===== src/bus_steer_pkg.sv =====
// Purpose: shared constants for the core data bus steering block
// Assumes: single 125 MHz core clock, synchronous active-low reset
// Notes: chain numbers are those on which internal test isolates the data bus
package bus_steer_pkg;
   // ==========================================================
   // widths and depths
   localparam int DATA_W = 32;
   localparam int FIFO_DEPTH = 32;
   localparam int CHAIN_W = 4;
   // ==========================================================
   // scan chains that raise the bus disable output
   localparam logic [3:0] CHAIN_CORE = 4'h0;
   localparam logic [3:0] CHAIN_ICE = 4'h4;
   localparam logic [3:0] CHAIN_ALT = 4'h8;
   // ==========================================================
   // reset values
   localparam logic [31:0] DATA_RST = 32'h0000_0000;
   localparam logic [1:0] RD_PIPE_RST = 2'h0;
   localparam logic SCAN_DIS_RST = 1'b0;
   // cycles from end of read cycle to synchronised bus data
   localparam int RD_LAT = 2;
endpackage


===== src/bus_steer.sv =====
// Purpose: steers core data transfers onto a shared or a split memory bus
// Assumes: bus pins and test clock are asynchronous, passed through two flops
// Notes: writes are buffered in a 32-word fifo drained one word per bus cycle
//
// Summary of operation
// - a static select pin chooses shared bus or split read/write buses
// - select low: transfers on shared bus, split write bus held at zero
// - select low: split read bus ignored; system ties it low
// - select high: split buses used, shared bus input ignored
// - shared bus driven in every cycle except read cycles while output enable is high
// - write data on shared bus held past the end of the cycle
// - write data appears only while output enable is high
// - output enable low puts the shared bus in high impedance
// - output enable low suppresses data on the split write bus
// - bus disable high when internal test selected on chain 0, 4 or 8
// - bus disable changes only after a test clock falling edge
// - split read bus sampled during read cycles at the sample point
// - split write bus data valid from the cycle after the write cycle
`timescale 1ns/1ps

// ==========================================================
// fifo with valid/ready on both sides
module bus_steer_fifo
#(
   parameter int WIDTH = 32,
   parameter int DEPTH = 32
)
(
   // clock and reset
   input wire logic i_ref_clk,
   input wire logic i_rstn,
   // fill side
   input wire logic i_valid,
   input wire logic [WIDTH-1:0] i_data,
   output logic o_ready,
   // drain side
   output logic o_valid,
   output logic [WIDTH-1:0] o_data,
   input wire logic i_ready
);
   localparam int AW = $clog2(DEPTH);
   localparam int CW = $clog2(DEPTH + 1);
   logic [WIDTH-1:0] mem [DEPTH];
   logic [AW-1:0] wr_ptr_q;
   logic [AW-1:0] rd_ptr_q;
   logic [CW-1:0] count_q;
   logic push;
   logic pop;

   // handshake flags
   assign o_ready = count_q != CW'(DEPTH);
   assign o_valid = count_q != '0;
   assign push = i_valid && o_ready;
   assign pop = o_valid && i_ready;
   assign o_data = mem[rd_ptr_q];

   // storage array
   always_ff @(posedge i_ref_clk)
   begin
      if (push)
         mem[wr_ptr_q] <= i_data;
   end

   // pointers and fill count
   always_ff @(posedge i_ref_clk)
   begin
      if (!i_rstn)
      begin
         wr_ptr_q <= '0;
         rd_ptr_q <= '0;
         count_q <= '0;
      end
      else
      begin
         if (push)
            wr_ptr_q <= (wr_ptr_q == AW'(DEPTH - 1)) ? '0 : wr_ptr_q + 1'b1;
         if (pop)
            rd_ptr_q <= (rd_ptr_q == AW'(DEPTH - 1)) ? '0 : rd_ptr_q + 1'b1;
         if (push && !pop)
            count_q <= count_q + 1'b1;
         else if (pop && !push)
            count_q <= count_q - 1'b1;
      end
   end
endmodule

// ==========================================================
// bus steering top
module bus_steer
   import bus_steer_pkg::*;
(
   // clock and reset
   input wire logic i_ref_clk,
   input wire logic i_rstn,
   // core write stream
   input wire logic i_wr_valid,
   input wire logic [DATA_W-1:0] i_wr_data,
   output logic o_wr_ready,
   // core read request and answer
   input wire logic i_rd_req,
   output logic o_rd_ready,
   output logic o_rd_valid,
   output logic [DATA_W-1:0] o_rd_data,
   // configuration pins
   input wire logic i_data_bus_select,
   input wire logic i_data_output_enable,
   // shared bidirectional bus
   input wire logic [DATA_W-1:0] i_shared_in,
   output logic [DATA_W-1:0] o_shared_out,
   output logic o_shared_oe,
   // split buses
   input wire logic [DATA_W-1:0] i_sep_rd_data,
   output logic [DATA_W-1:0] o_sep_wr_data,
   // cycle type
   output logic o_bus_read,
   output logic o_bus_write,
   // scan test
   input wire logic i_tck,
   input wire logic i_scan_intest,
   input wire logic [CHAIN_W-1:0] i_scan_chain,
   output logic o_scan_bus_disable
);
   typedef enum logic [1:0] {ST_IDLE, ST_READ, ST_WRITE} bus_state_t;
   localparam int PIN_W = 2 * DATA_W + CHAIN_W + 4;

   bus_state_t state_q;
   logic [PIN_W-1:0] pin_s1_q;
   logic [PIN_W-1:0] pin_s2_q;
   logic tck_s;
   logic tck_d_q;
   logic intest_s;
   logic [CHAIN_W-1:0] chain_s;
   logic select_s;
   logic enable_s;
   logic [DATA_W-1:0] sep_rd_s;
   logic [DATA_W-1:0] shared_s;
   logic tck_fall;
   logic [RD_LAT-1:0] rd_pipe_q;
   logic [DATA_W-1:0] wr_data_q;
   logic [DATA_W-1:0] sep_wr_q;
   logic [DATA_W-1:0] rd_data_q;
   logic rd_valid_q;
   logic scan_dis_q;
   logic fifo_valid;
   logic [DATA_W-1:0] fifo_data;
   logic rd_start;
   logic wr_start;

   // true for scan chains that isolate the data bus
   function automatic logic bus_chain(input logic [CHAIN_W-1:0] chain);
      bus_chain = (chain == CHAIN_CORE) || (chain == CHAIN_ICE) || (chain == CHAIN_ALT);
   endfunction

   // ==========================================================
   // two-flop synchroniser on every pin input
   always_ff @(posedge i_ref_clk)
   begin
      if (!i_rstn)
      begin
         pin_s1_q <= '0;
         pin_s2_q <= '0;
      end
      else
      begin
         pin_s1_q <= {i_tck, i_scan_intest, i_scan_chain, i_data_bus_select,
                      i_data_output_enable, i_sep_rd_data, i_shared_in};
         pin_s2_q <= pin_s1_q;
      end
   end

   // unpack synchronised pins
   assign {tck_s, intest_s, chain_s, select_s, enable_s, sep_rd_s, shared_s} = pin_s2_q;

   // ==========================================================
   // write buffer between core and bus
   bus_steer_fifo #(.WIDTH(DATA_W), .DEPTH(FIFO_DEPTH)) u_wr_fifo
   (
      .i_ref_clk(i_ref_clk),
      .i_rstn(i_rstn),
      .i_valid(i_wr_valid),
      .i_data(i_wr_data),
      .o_ready(o_wr_ready),
      .o_valid(fifo_valid),
      .o_data(fifo_data),
      .i_ready(wr_start)
   );

   // ==========================================================
   // cycle arbitration: reads first, writes only while enabled
   assign o_rd_ready = state_q == ST_IDLE;
   assign rd_start = i_rd_req && o_rd_ready;
   assign wr_start = (state_q == ST_IDLE) && !i_rd_req && fifo_valid && enable_s;
   assign o_bus_read = state_q == ST_READ;
   assign o_bus_write = state_q == ST_WRITE;

   // bus cycle state
   always_ff @(posedge i_ref_clk)
   begin
      if (!i_rstn)
         state_q <= ST_IDLE;
      else
      begin
         case (state_q)
            ST_IDLE:
               if (rd_start)
                  state_q <= ST_READ;
               else if (wr_start)
                  state_q <= ST_WRITE;
            ST_READ: state_q <= ST_IDLE;
            ST_WRITE: state_q <= ST_IDLE;
            default: state_q <= ST_IDLE;
         endcase
      end
   end

   // ==========================================================
   // write data held until the next write loads it
   always_ff @(posedge i_ref_clk)
   begin
      if (!i_rstn)
         wr_data_q <= DATA_RST;
      else if (wr_start)
         wr_data_q <= fifo_data;
   end

   // split write bus zero unless selected and enabled
   always_ff @(posedge i_ref_clk)
   begin
      if (!i_rstn)
         sep_wr_q <= DATA_RST;
      else if (select_s && enable_s)
         sep_wr_q <= wr_data_q;
      else
         sep_wr_q <= DATA_RST;
   end

   // shared bus driven except in read cycles, released when disabled
   assign o_shared_oe = enable_s && (state_q != ST_READ);
   assign o_shared_out = wr_data_q;
   assign o_sep_wr_data = sep_wr_q;

   // ==========================================================
   // read sample point follows synchroniser latency
   always_ff @(posedge i_ref_clk)
   begin
      if (!i_rstn)
         rd_pipe_q <= RD_PIPE_RST;
      else
         rd_pipe_q <= {rd_pipe_q[RD_LAT-2:0], o_bus_read};
   end

   // read data taken from the selected bus only
   always_ff @(posedge i_ref_clk)
   begin
      if (!i_rstn)
      begin
         rd_data_q <= DATA_RST;
         rd_valid_q <= 1'b0;
      end
      else
      begin
         rd_valid_q <= rd_pipe_q[RD_LAT-1];
         if (rd_pipe_q[RD_LAT-1])
            rd_data_q <= select_s ? sep_rd_s : shared_s;
      end
   end

   assign o_rd_valid = rd_valid_q;
   assign o_rd_data = rd_data_q;

   // ==========================================================
   // bus disable updated on synchronised test clock falling edge
   assign tck_fall = tck_d_q && !tck_s;

   always_ff @(posedge i_ref_clk)
   begin
      if (!i_rstn)
      begin
         tck_d_q <= 1'b0;
         scan_dis_q <= SCAN_DIS_RST;
      end
      else
      begin
         tck_d_q <= tck_s;
         if (tck_fall)
            scan_dis_q <= intest_s && bus_chain(chain_s);
      end
   end

   assign o_scan_bus_disable = scan_dis_q;

   // ==========================================================
   // checks
   property p_sel_low_wr_zero;
      @(posedge i_ref_clk) disable iff (!i_rstn) !select_s |=> o_sep_wr_data == '0;
   endproperty
   a_sel_low_wr_zero: assert property (p_sel_low_wr_zero) else $error("split bus not 0");

   property p_en_low_wr_zero;
      @(posedge i_ref_clk) disable iff (!i_rstn) !enable_s |=> o_sep_wr_data == '0;
   endproperty
   a_en_low_wr_zero: assert property (p_en_low_wr_zero) else $error("write not blocked");

   property p_en_low_hiz;
      @(posedge i_ref_clk) disable iff (!i_rstn) !enable_s |-> !o_shared_oe && !wr_start;
   endproperty
   a_en_low_hiz: assert property (p_en_low_hiz) else $error("shared bus driven when off");

   property p_drive_not_read;
      @(posedge i_ref_clk) disable iff (!i_rstn) enable_s && !o_bus_read |-> o_shared_oe;
   endproperty
   a_drive_not_read: assert property (p_drive_not_read) else $error("shared bus floats");

   property p_wr_held;
      @(posedge i_ref_clk) disable iff (!i_rstn) o_bus_write ##1 !o_bus_write |-> $stable(o_shared_out);
   endproperty
   a_wr_held: assert property (p_wr_held) else $error("write data not held");

   property p_rd_shared;
      @(posedge i_ref_clk) disable iff (!i_rstn)
         o_bus_read ##1 !select_s ##1 !select_s |=> o_rd_valid && o_rd_data == $past(shared_s);
   endproperty
   a_rd_shared: assert property (p_rd_shared) else $error("shared read data wrong");

   property p_rd_split;
      @(posedge i_ref_clk) disable iff (!i_rstn)
         o_bus_read ##1 select_s ##1 select_s |=> o_rd_valid && o_rd_data == $past(sep_rd_s);
   endproperty
   a_rd_split: assert property (p_rd_split) else $error("split read data wrong");

   property p_scan_dis_value;
      @(posedge i_ref_clk) disable iff (!i_rstn)
         tck_fall |=> o_scan_bus_disable == $past(intest_s && bus_chain(chain_s));
   endproperty
   a_scan_dis_value: assert property (p_scan_dis_value) else $error("bus disable wrong");

   property p_scan_dis_edge;
      @(posedge i_ref_clk) disable iff (!i_rstn) !tck_fall |=> $stable(o_scan_bus_disable);
   endproperty
   a_scan_dis_edge: assert property (p_scan_dis_edge) else $error("bus disable moved");

   // main scenarios
   c_read: cover property (@(posedge i_ref_clk) disable iff (!i_rstn) o_rd_valid);
   c_wr_split: cover property (@(posedge i_ref_clk) disable iff (!i_rstn) o_bus_write && select_s);
   c_fifo_full: cover property (@(posedge i_ref_clk) disable iff (!i_rstn) !o_wr_ready);
   c_scan_dis: cover property (@(posedge i_ref_clk) disable iff (!i_rstn) o_scan_bus_disable);
endmodule


===== config.mk =====
export PLATFORM = sky130hd
export DESIGN_NAME = bus_steer
export DESIGN_NICKNAME = d
export VERILOG_FILES = /design/src/bus_steer_pkg.sv /design/src/bus_steer.sv
export SDC_FILE = /design/constraint.sdc
export NUM_CORES = 1
export LEC_CHECK = 0
export BUFFER_PORTS_ARGS = -buffer_cell sky130_fd_sc_hd__buf_2
export CORE_ASPECT_RATIO = 0.75
export CORE_MARGIN = 2
export CORE_UTILIZATION = 35
export CTS_CLUSTER_SIZE = 16
export DETAILED_ROUTE_END_ITERATION = 10
export GPL_TIMING_DRIVEN = 0
export PLACE_DENSITY = 0.51
export SETUP_SLACK_MARGIN = 0.2
export SYNTH_ARGS = -nofsm -noshare
export SYNTH_HDL_FRONTEND = slang
export SYNTH_HIERARCHICAL = 1
export SYNTH_SLANG_ARGS = --single-unit

===== constraint.sdc =====
create_clock -name i_ref_clk -period 10.7 [get_ports i_ref_clk]
set_clock_uncertainty 0.2 [all_clocks]
set_input_delay 2.14 -clock i_ref_clk [delete_from_list [all_inputs] [get_ports i_ref_clk]]
set_output_delay 2.14 -clock i_ref_clk [all_outputs]
set_load 0.01 [all_outputs]

==> impl_metrics.yaml, run 1 <==
critical_path:
  r2r_cells: 8
  crit_required_ns: 8.36
  end_kind: "output pin"
  crit_start: "u_wr_fifo/count_q[4]"
  crit_path_start_kind: "register"
  crit_slowest_cell: "or4_1"
  cp_slowest_stage_delay_ns: 0.63
  cp_max_fo: 4
  arrival_ns: 2.24
  critical_path_class: "reg2out"
  crit_chain: "or4_1, or3_1, buf_2"
power:
  switching_power_mw: 2.30
  report.power.total_mw: 10.6
  powerDensity_nw_per_um2: 187
  p_leak_nw: 18.7
  pwr-share-clk: 0.431
  power_frac_seq: 0.525
  switching_share: 0.217
  irDropWorstVdd_v: 0.000125
  internal-power_mw: 8.27
  comb_power_share: 0.044
routing:
  route.top_layer_used: "met5"
  drt_pre_antenna_iters: 6
  vias: 26684
  route.met2.wl_mm: 61.1
  drt-met1-wl_mm: 62.3
  wl_per_cell_um: 27.4
  wl_met3_mm: 10.7
  vias_per_cell: 5.34
  wl_mm: 137
  drtIter0Drc: 2703
  drc: 0
  ant_nets: 0
clocking:
  ctsLongestPathBuffers: 3
  cts.sinks: 1292
  h-tree-depth: 4
  cts_setup_buffers: 0
  cts_hold_buffers: 0
  numCtsBuffers: 133
  cts-root-buf: "clkbuf_16"
  cts_resized: 0
  clkTransAtPathRegs_ns: 0.06
  tritoncts: "built"
  clkLatencyLatePin_ns: 0.77
sta:
  timing.hold.ws_ns: 0.225
  worst_pin_slew_ns: 1.34
  fin_crit_ns: 4.58
  slew_viol_final: 0
  setup_tns_ns: 0
  fin_crit_sh: 0.428
  finalHoldViolations: 0
  setup_viol: 0
  max_freq_mhz: 218
  slew_headroom: 0.105
  rsz0062_at_grt: "false"
synth:
  synthTopCellsByCount: "edfxtp_1, dfxtp_1, mux2_2"
  async_flop_share: 0
  yosysSeqAreaShare: 0.750
  ys_top_cells_by_area: "edfxtp_1, dfxtp_1, mux4_2"
  syn_inst: 2731
  syn_area_um2: 48100
  synth_nets: 2853
  ys_ff_latch: 1292
  yosysMostFrequentCell: "edfxtp_1"
  ys.flop_type: "edfxtp_1"
  yosysTopAreaCellShare: 0.639
  synth_cell_types: 52
  synth_edf_count: 1024
  yosysTopAreaCell: "edfxtp_1"
  syn_area_per_cell_um2: 17.6
  yosys_warnings: 6
outcome:
  status: "finished clean"
global_routing:
  overflow: 0
  track_usage: 0.193
  grt_pass1_vias: 26947
  grt_first_pass_wirelength_mm: 194
  grt_max_degree: 33
  antenna_found_initial: 8
die:
  die_y_um: 325
  core_um2: 136000
  io_pins: 211
  start_util: 0.354
  dieArea_um2: 141000
  num_rows: 117
  die_w_um: 432
finish:
  final_util: 0.416
  syn_to_final_growth_pct: 17.5
  fillerInstances: 12128
  layoutNonFillerInstCount: 4996
  fin_nets: 3230
  layout-drive-gt1-share: 0.258
placement:
  placed_cells: 4758
  port_buffers: 210
  hpwl_mm: 94.6
  place.gp.congestion: 0.808
worst_hold_path:
  hold_start: "pin_s1_q[69]"
  min_path_cells: 1
  hp-class: "reg2reg"
run:
  max_cap_violations: 0
==> sequential cells by signal (all words and copies together) (netlist names), named ones only <==
name / count
u_wr_fifo/mem: 1024
pin_s1_q: 72
pin_s2_q: 72
o_rd_data: 32
o_sep_wr_data: 32
o_shared_out: 32
u_wr_fifo/count_q: 6
u_wr_fifo/rd_ptr_q: 5
u_wr_fifo/wr_ptr_q: 5
rd_pipe_q: 2
state_q: 2
o_rd_valid: 1
o_scan_bus_disable: 1
tck_d_q: 1
==> layout by cell type, fill, tap and decap left out, drive strengths merged, types with 2 or more instances in the layout <==
cell      instances
edfxtp         1024
buf             306
dfxtp           268
clkbuf          266
mux2            192
and2            182
mux4            128
nand2           111
o21ai            70
nor2b            68
nor3             67
mux2i            66
a211oi           65
a22o             64
o22ai            64
nor2             48
clkinv           47
or4              36
o211a            32
inv              17
ha               13
a21oi            11
bufinv           10
and3              8
or3               5
nand3             5
diode             3
nand3b            3
o21a              3
o31ai             3
nand4b            2
clkinvlp          2
nand2b            2
xor2              2
a31oi             2
or4b              2
==> path summary, 6_finish.rpt <==
path / endpoint / slack, ns
hold / removal: pin_s2_q[69] / 0.23
setup / recovery: o_wr_ready / 6.12
setup reg to reg: o_shared_out[12] / 6.37
hold reg to reg: pin_s2_q[69] / 0.23
==> metrics by stage <==
step / cell area, um^2 / setup WS [ns]
final: 56600 / 6.12
after global routing: 56600 / 6.02
after global placement: 51400 / 3.66
after detailed placement: 52300 / 5.76
after floorplan: 48100 / 6.11
after CTS: 56600 / 6.06
==> cell families after synthesis <==
| group | after synthesis | synth area share |
|---|---|---|
| compound gates | 320 | 0.0477 |
| xor+xnor | 2 | 0.000364 |
| fa+ha+maj | 14 | 0.00380 |
| buf+inv | 171 | 0.0169 |
| flops | 1292 | 0.750 |
| mux | 386 | 0.119 |
| simple gates | 546 | 0.0624 |
==> power groups by stage <==
stage                     logic [mW]  registers (mW)  clock network (mW)
after floorplan                0.237            5.64                   0
after global placement         0.432            5.65                   0
after detailed placement       0.469            5.65                   0
after CTS                      0.471            5.54                4.67
after global routing           0.511            5.55                4.85
final                          0.469            5.54                4.55
==> metal layers <==
metal  GRT usage  vias to the layer above
li1            -                    11415
met2       0.293                     1082
met1       0.282                    14013
met5           0                        -
met3      0.0390                      172
met4      0.0505                        2
==> layout make-up <==
type	instances	area, um^2	share of cell area
well taps	1785	2230	0.0395
plain buffers	162	783	0.0138
multi-input cells	1268	11400	0.202
clock buffers	168	3520	0.0622
repair buffers	242	1710	0.0302
clock inverters	67	736	0.0130
diodes	3	7.51	0.000133
flip-flops and latches	1292	36100	0.638
inverters	9	33.8	0.000597
==> critical path, delay by kind of cell, from the launching register on <==
| family | cells | cell delay [ns] |
|---|---|---|
| buffers and inverters | 1 | 0.17 |
| DFF | 1 | 0.34 |
| and+or+nand+nor | 2 | 0.97 |
Power figures use the tool's default switching activity.
==> run 2, diff against run 1 <==
--- a/config.mk
+++ b/config.mk
@@ -12,7 +12,7 @@
 export CTS_CLUSTER_SIZE = 16
 export DETAILED_ROUTE_END_ITERATION = 10
 export GPL_TIMING_DRIVEN = 0
-export PLACE_DENSITY = 0.51
+export PLACE_DENSITY = 0.53
 export SETUP_SLACK_MARGIN = 0.2
 export SYNTH_ARGS = -nofsm -noshare
 export SYNTH_HDL_FRONTEND = slang
==> constraint.sdc (replaced) <==
create_clock -name i_ref_clk -period 4.1 [get_ports i_ref_clk]
set_clock_uncertainty 0.2 [all_clocks]
set_input_delay 0.82 -clock i_ref_clk [delete_from_list [all_inputs] [get_ports i_ref_clk]]
set_output_delay 0.82 -clock i_ref_clk [all_outputs]
set_load 0.01 [all_outputs]
==> run 2 against run 1 <==
- critical path depth is 5 higher
- largest cell class unchanged
- utilization is 0.16 points higher
- non-clock buffer count is 9 higher
- hold slack worse by 0.16 ns
- total power grew to 2.6 times the previous value
- critical endpoint is now o_shared_out[21]
==> impl_metrics.yaml, run 2 (synthesis gave the netlist of run 1 again) <==
outcome:
  status: "finished clean"
run:
  max_cap_violations: 0
critical_path:
  crit_path_start_kind: "register"
  critical_path_class: "reg2reg"
  cp_max_fo: 10
  r2r_cells: 8
  rrSetupSlack_ns: 0.28
  crit_required_ns: 4.52
  arrival_ns: 4.24
  r2r-end: "o_shared_out[21]"
  end_kind: "register"
finish:
  layoutNonFillerInstCount: 5008
  final_common_cell: "edfxtp_1"
  final_util: 0.417
  layout-drive-gt1-share: 0.267
  fin_nets: 3237
  largest_register_ffs: 1024
  regMostFlops: "u_wr_fifo/mem"
  reg.largest.list: "u_wr_fifo/mem: 1024 flops, pin_s1_q: 72 flops, pin_s2_q: 72 flops"
  syn_to_final_growth_pct: 18.0
  mostFrequentLayoutCells: "edfxtp_1, dfxtp_1, buf_2, mux2_2, and2_1"
placement:
  placed_cells: 4759
  hpwl_mm: 90.4
  place.gp.congestion: 0.775
  port_buffers: 210
global_routing:
  grt_max_degree: 33
  grt_first_pass_wirelength_mm: 190
  grt_pass1_vias: 25369
  antenna_found_initial: 7
  overflow: 0
  track_usage: 0.190
routing:
  drt_pre_antenna_iters: 5
  vias_per_cell: 5.28
  ant_nets: 0
  drtIter0Drc: 2498
  vias: 26419
  wl_per_cell_um: 27.0
  drc: 0
  wl_mm: 135
sta:
  setup_viol: 0
  max_freq_mhz: 261
  fin_crit_ns: 3.82
  slew_headroom: 0.172
  finalHoldViolations: 0
  worst_pin_slew_ns: 1.24
  fin_crit_sh: 0.933
  slew_viol_final: 0
  rsz0062_at_grt: "false"
clocking:
  h-tree-depth: 4
  tritoncts: "built"
  cts.sinks: 1292
  ctsLongestPathBuffers: 3
  clkTransAtPathRegs_ns: 0.06
  cts-root-buf: "clkbuf_16"
  clkLatencyLatePin_ns: 0.77
  numCtsBuffers: 131
die:
  io_pins: 211
  core_um2: 136000
  die_y_um: 325
  dieArea_um2: 141000
  start_util: 0.354
  die_w_um: 432
  num_rows: 117
worst_hold_path:
  hold_start: "i_shared_in[0]"
  hp-class: "in2reg"
  min_to: "pin_s1_q[0]"
  min_path_cells: 2
power:
  powerDensity_nw_per_um2: 488
  irDropWorstVdd_v: 0.000354
  p_leak_nw: 18.9
  report.power.total_mw: 27.7
run 2: cell count changes in the layout (fill, tap and decap cells not counted), sizes merged:
cell,before,now
inv,17,15
clkdlybuf4s15,0,5
clkinvlp,2,4
dlygate4sd3,0,6
clkinv,47,37
diode,3,5
clkbuf,266,285
bufinv,10,9
buf,306,297
run 2: critical path: stages, from the launching register on:
cell and delay, ns:
dfxtp_1 0.48, buf_2 0.25, buf_2 0.28, buf_1 0.83
mux4_2 0.42, a22o_1 0.24, or4_1 0.49, nand2_1 0.33
mux2i_1 0.13
run 2: repair_timing:
action	4_1_cts	5_1_grt
gates resized for setup	16	31
setup endpoints to repair	32	30
pin swaps	1	1
hold endpoints to repair	6	0
buffers inserted	0	2
hold buffers	6	0
run 2: stage by stage:
stage	area, um^2	TNS [ns]	setup WS (ns)	hold WS (ns)
5_1_grt	56800	0	0.203	0.0255
4_1_cts	56700	0	0.177	0.000709
3_3_place_gp	51400	-1588.11	-1.90	0.215
2_1_floorplan	48100	0	0.539	0.212
6_report	56800	0	0.276	0.0666
3_5_place_dp	52300	-0.190	-0.0745	0.217
run 2: routing by layer:
metal  up-vias  wire length, um  GRT usage
li1      11426                -          -
met1     13859            64300      0.287
met2       985            57900      0.273
met3       147            10600     0.0449
met4         2             2520     0.0509
met5         -               10          0
run 2: where the power goes:
group	internal [mW]	switching (mW)	total (mW)	leakage, nW
combinational	0.446	0.808	1.25	5.36
clock	6.97	5.05	12.0	2.09
sequential	14.4	0.0915	14.5	11.4
total	21.8	5.95	27.7	18.9
run 2: how the worst max path moves through the flow:
stage	to	start
after detailed placement	o_shared_out[21]	register
after global routing	u_wr_fifo/count_q[5]	u_wr_fifo/count_q[0]
after CTS	o_shared_out[21]	register
after global placement	u_wr_fifo/mem[13][16]	i_wr_valid
final	o_shared_out[21]	register
after floorplan	u_wr_fifo/count_q[5]	u_wr_fifo/count_q[4]
run 2: layout make-up:
type | count | area, um^2
Buffer | 162 | 846
Antenna cell | 5 | 12.5
Tap cell | 1785 | 2230
Clock inverter | 56 | 574
Fill cell | 12251 | 79300
Inverter | 9 | 33.8
Sequential cell | 1292 | 36100
Timing Repair Buffer | 251 | 1800
Multi-Input combinational cell | 1268 | 11500
Clock buffer | 180 | 3730
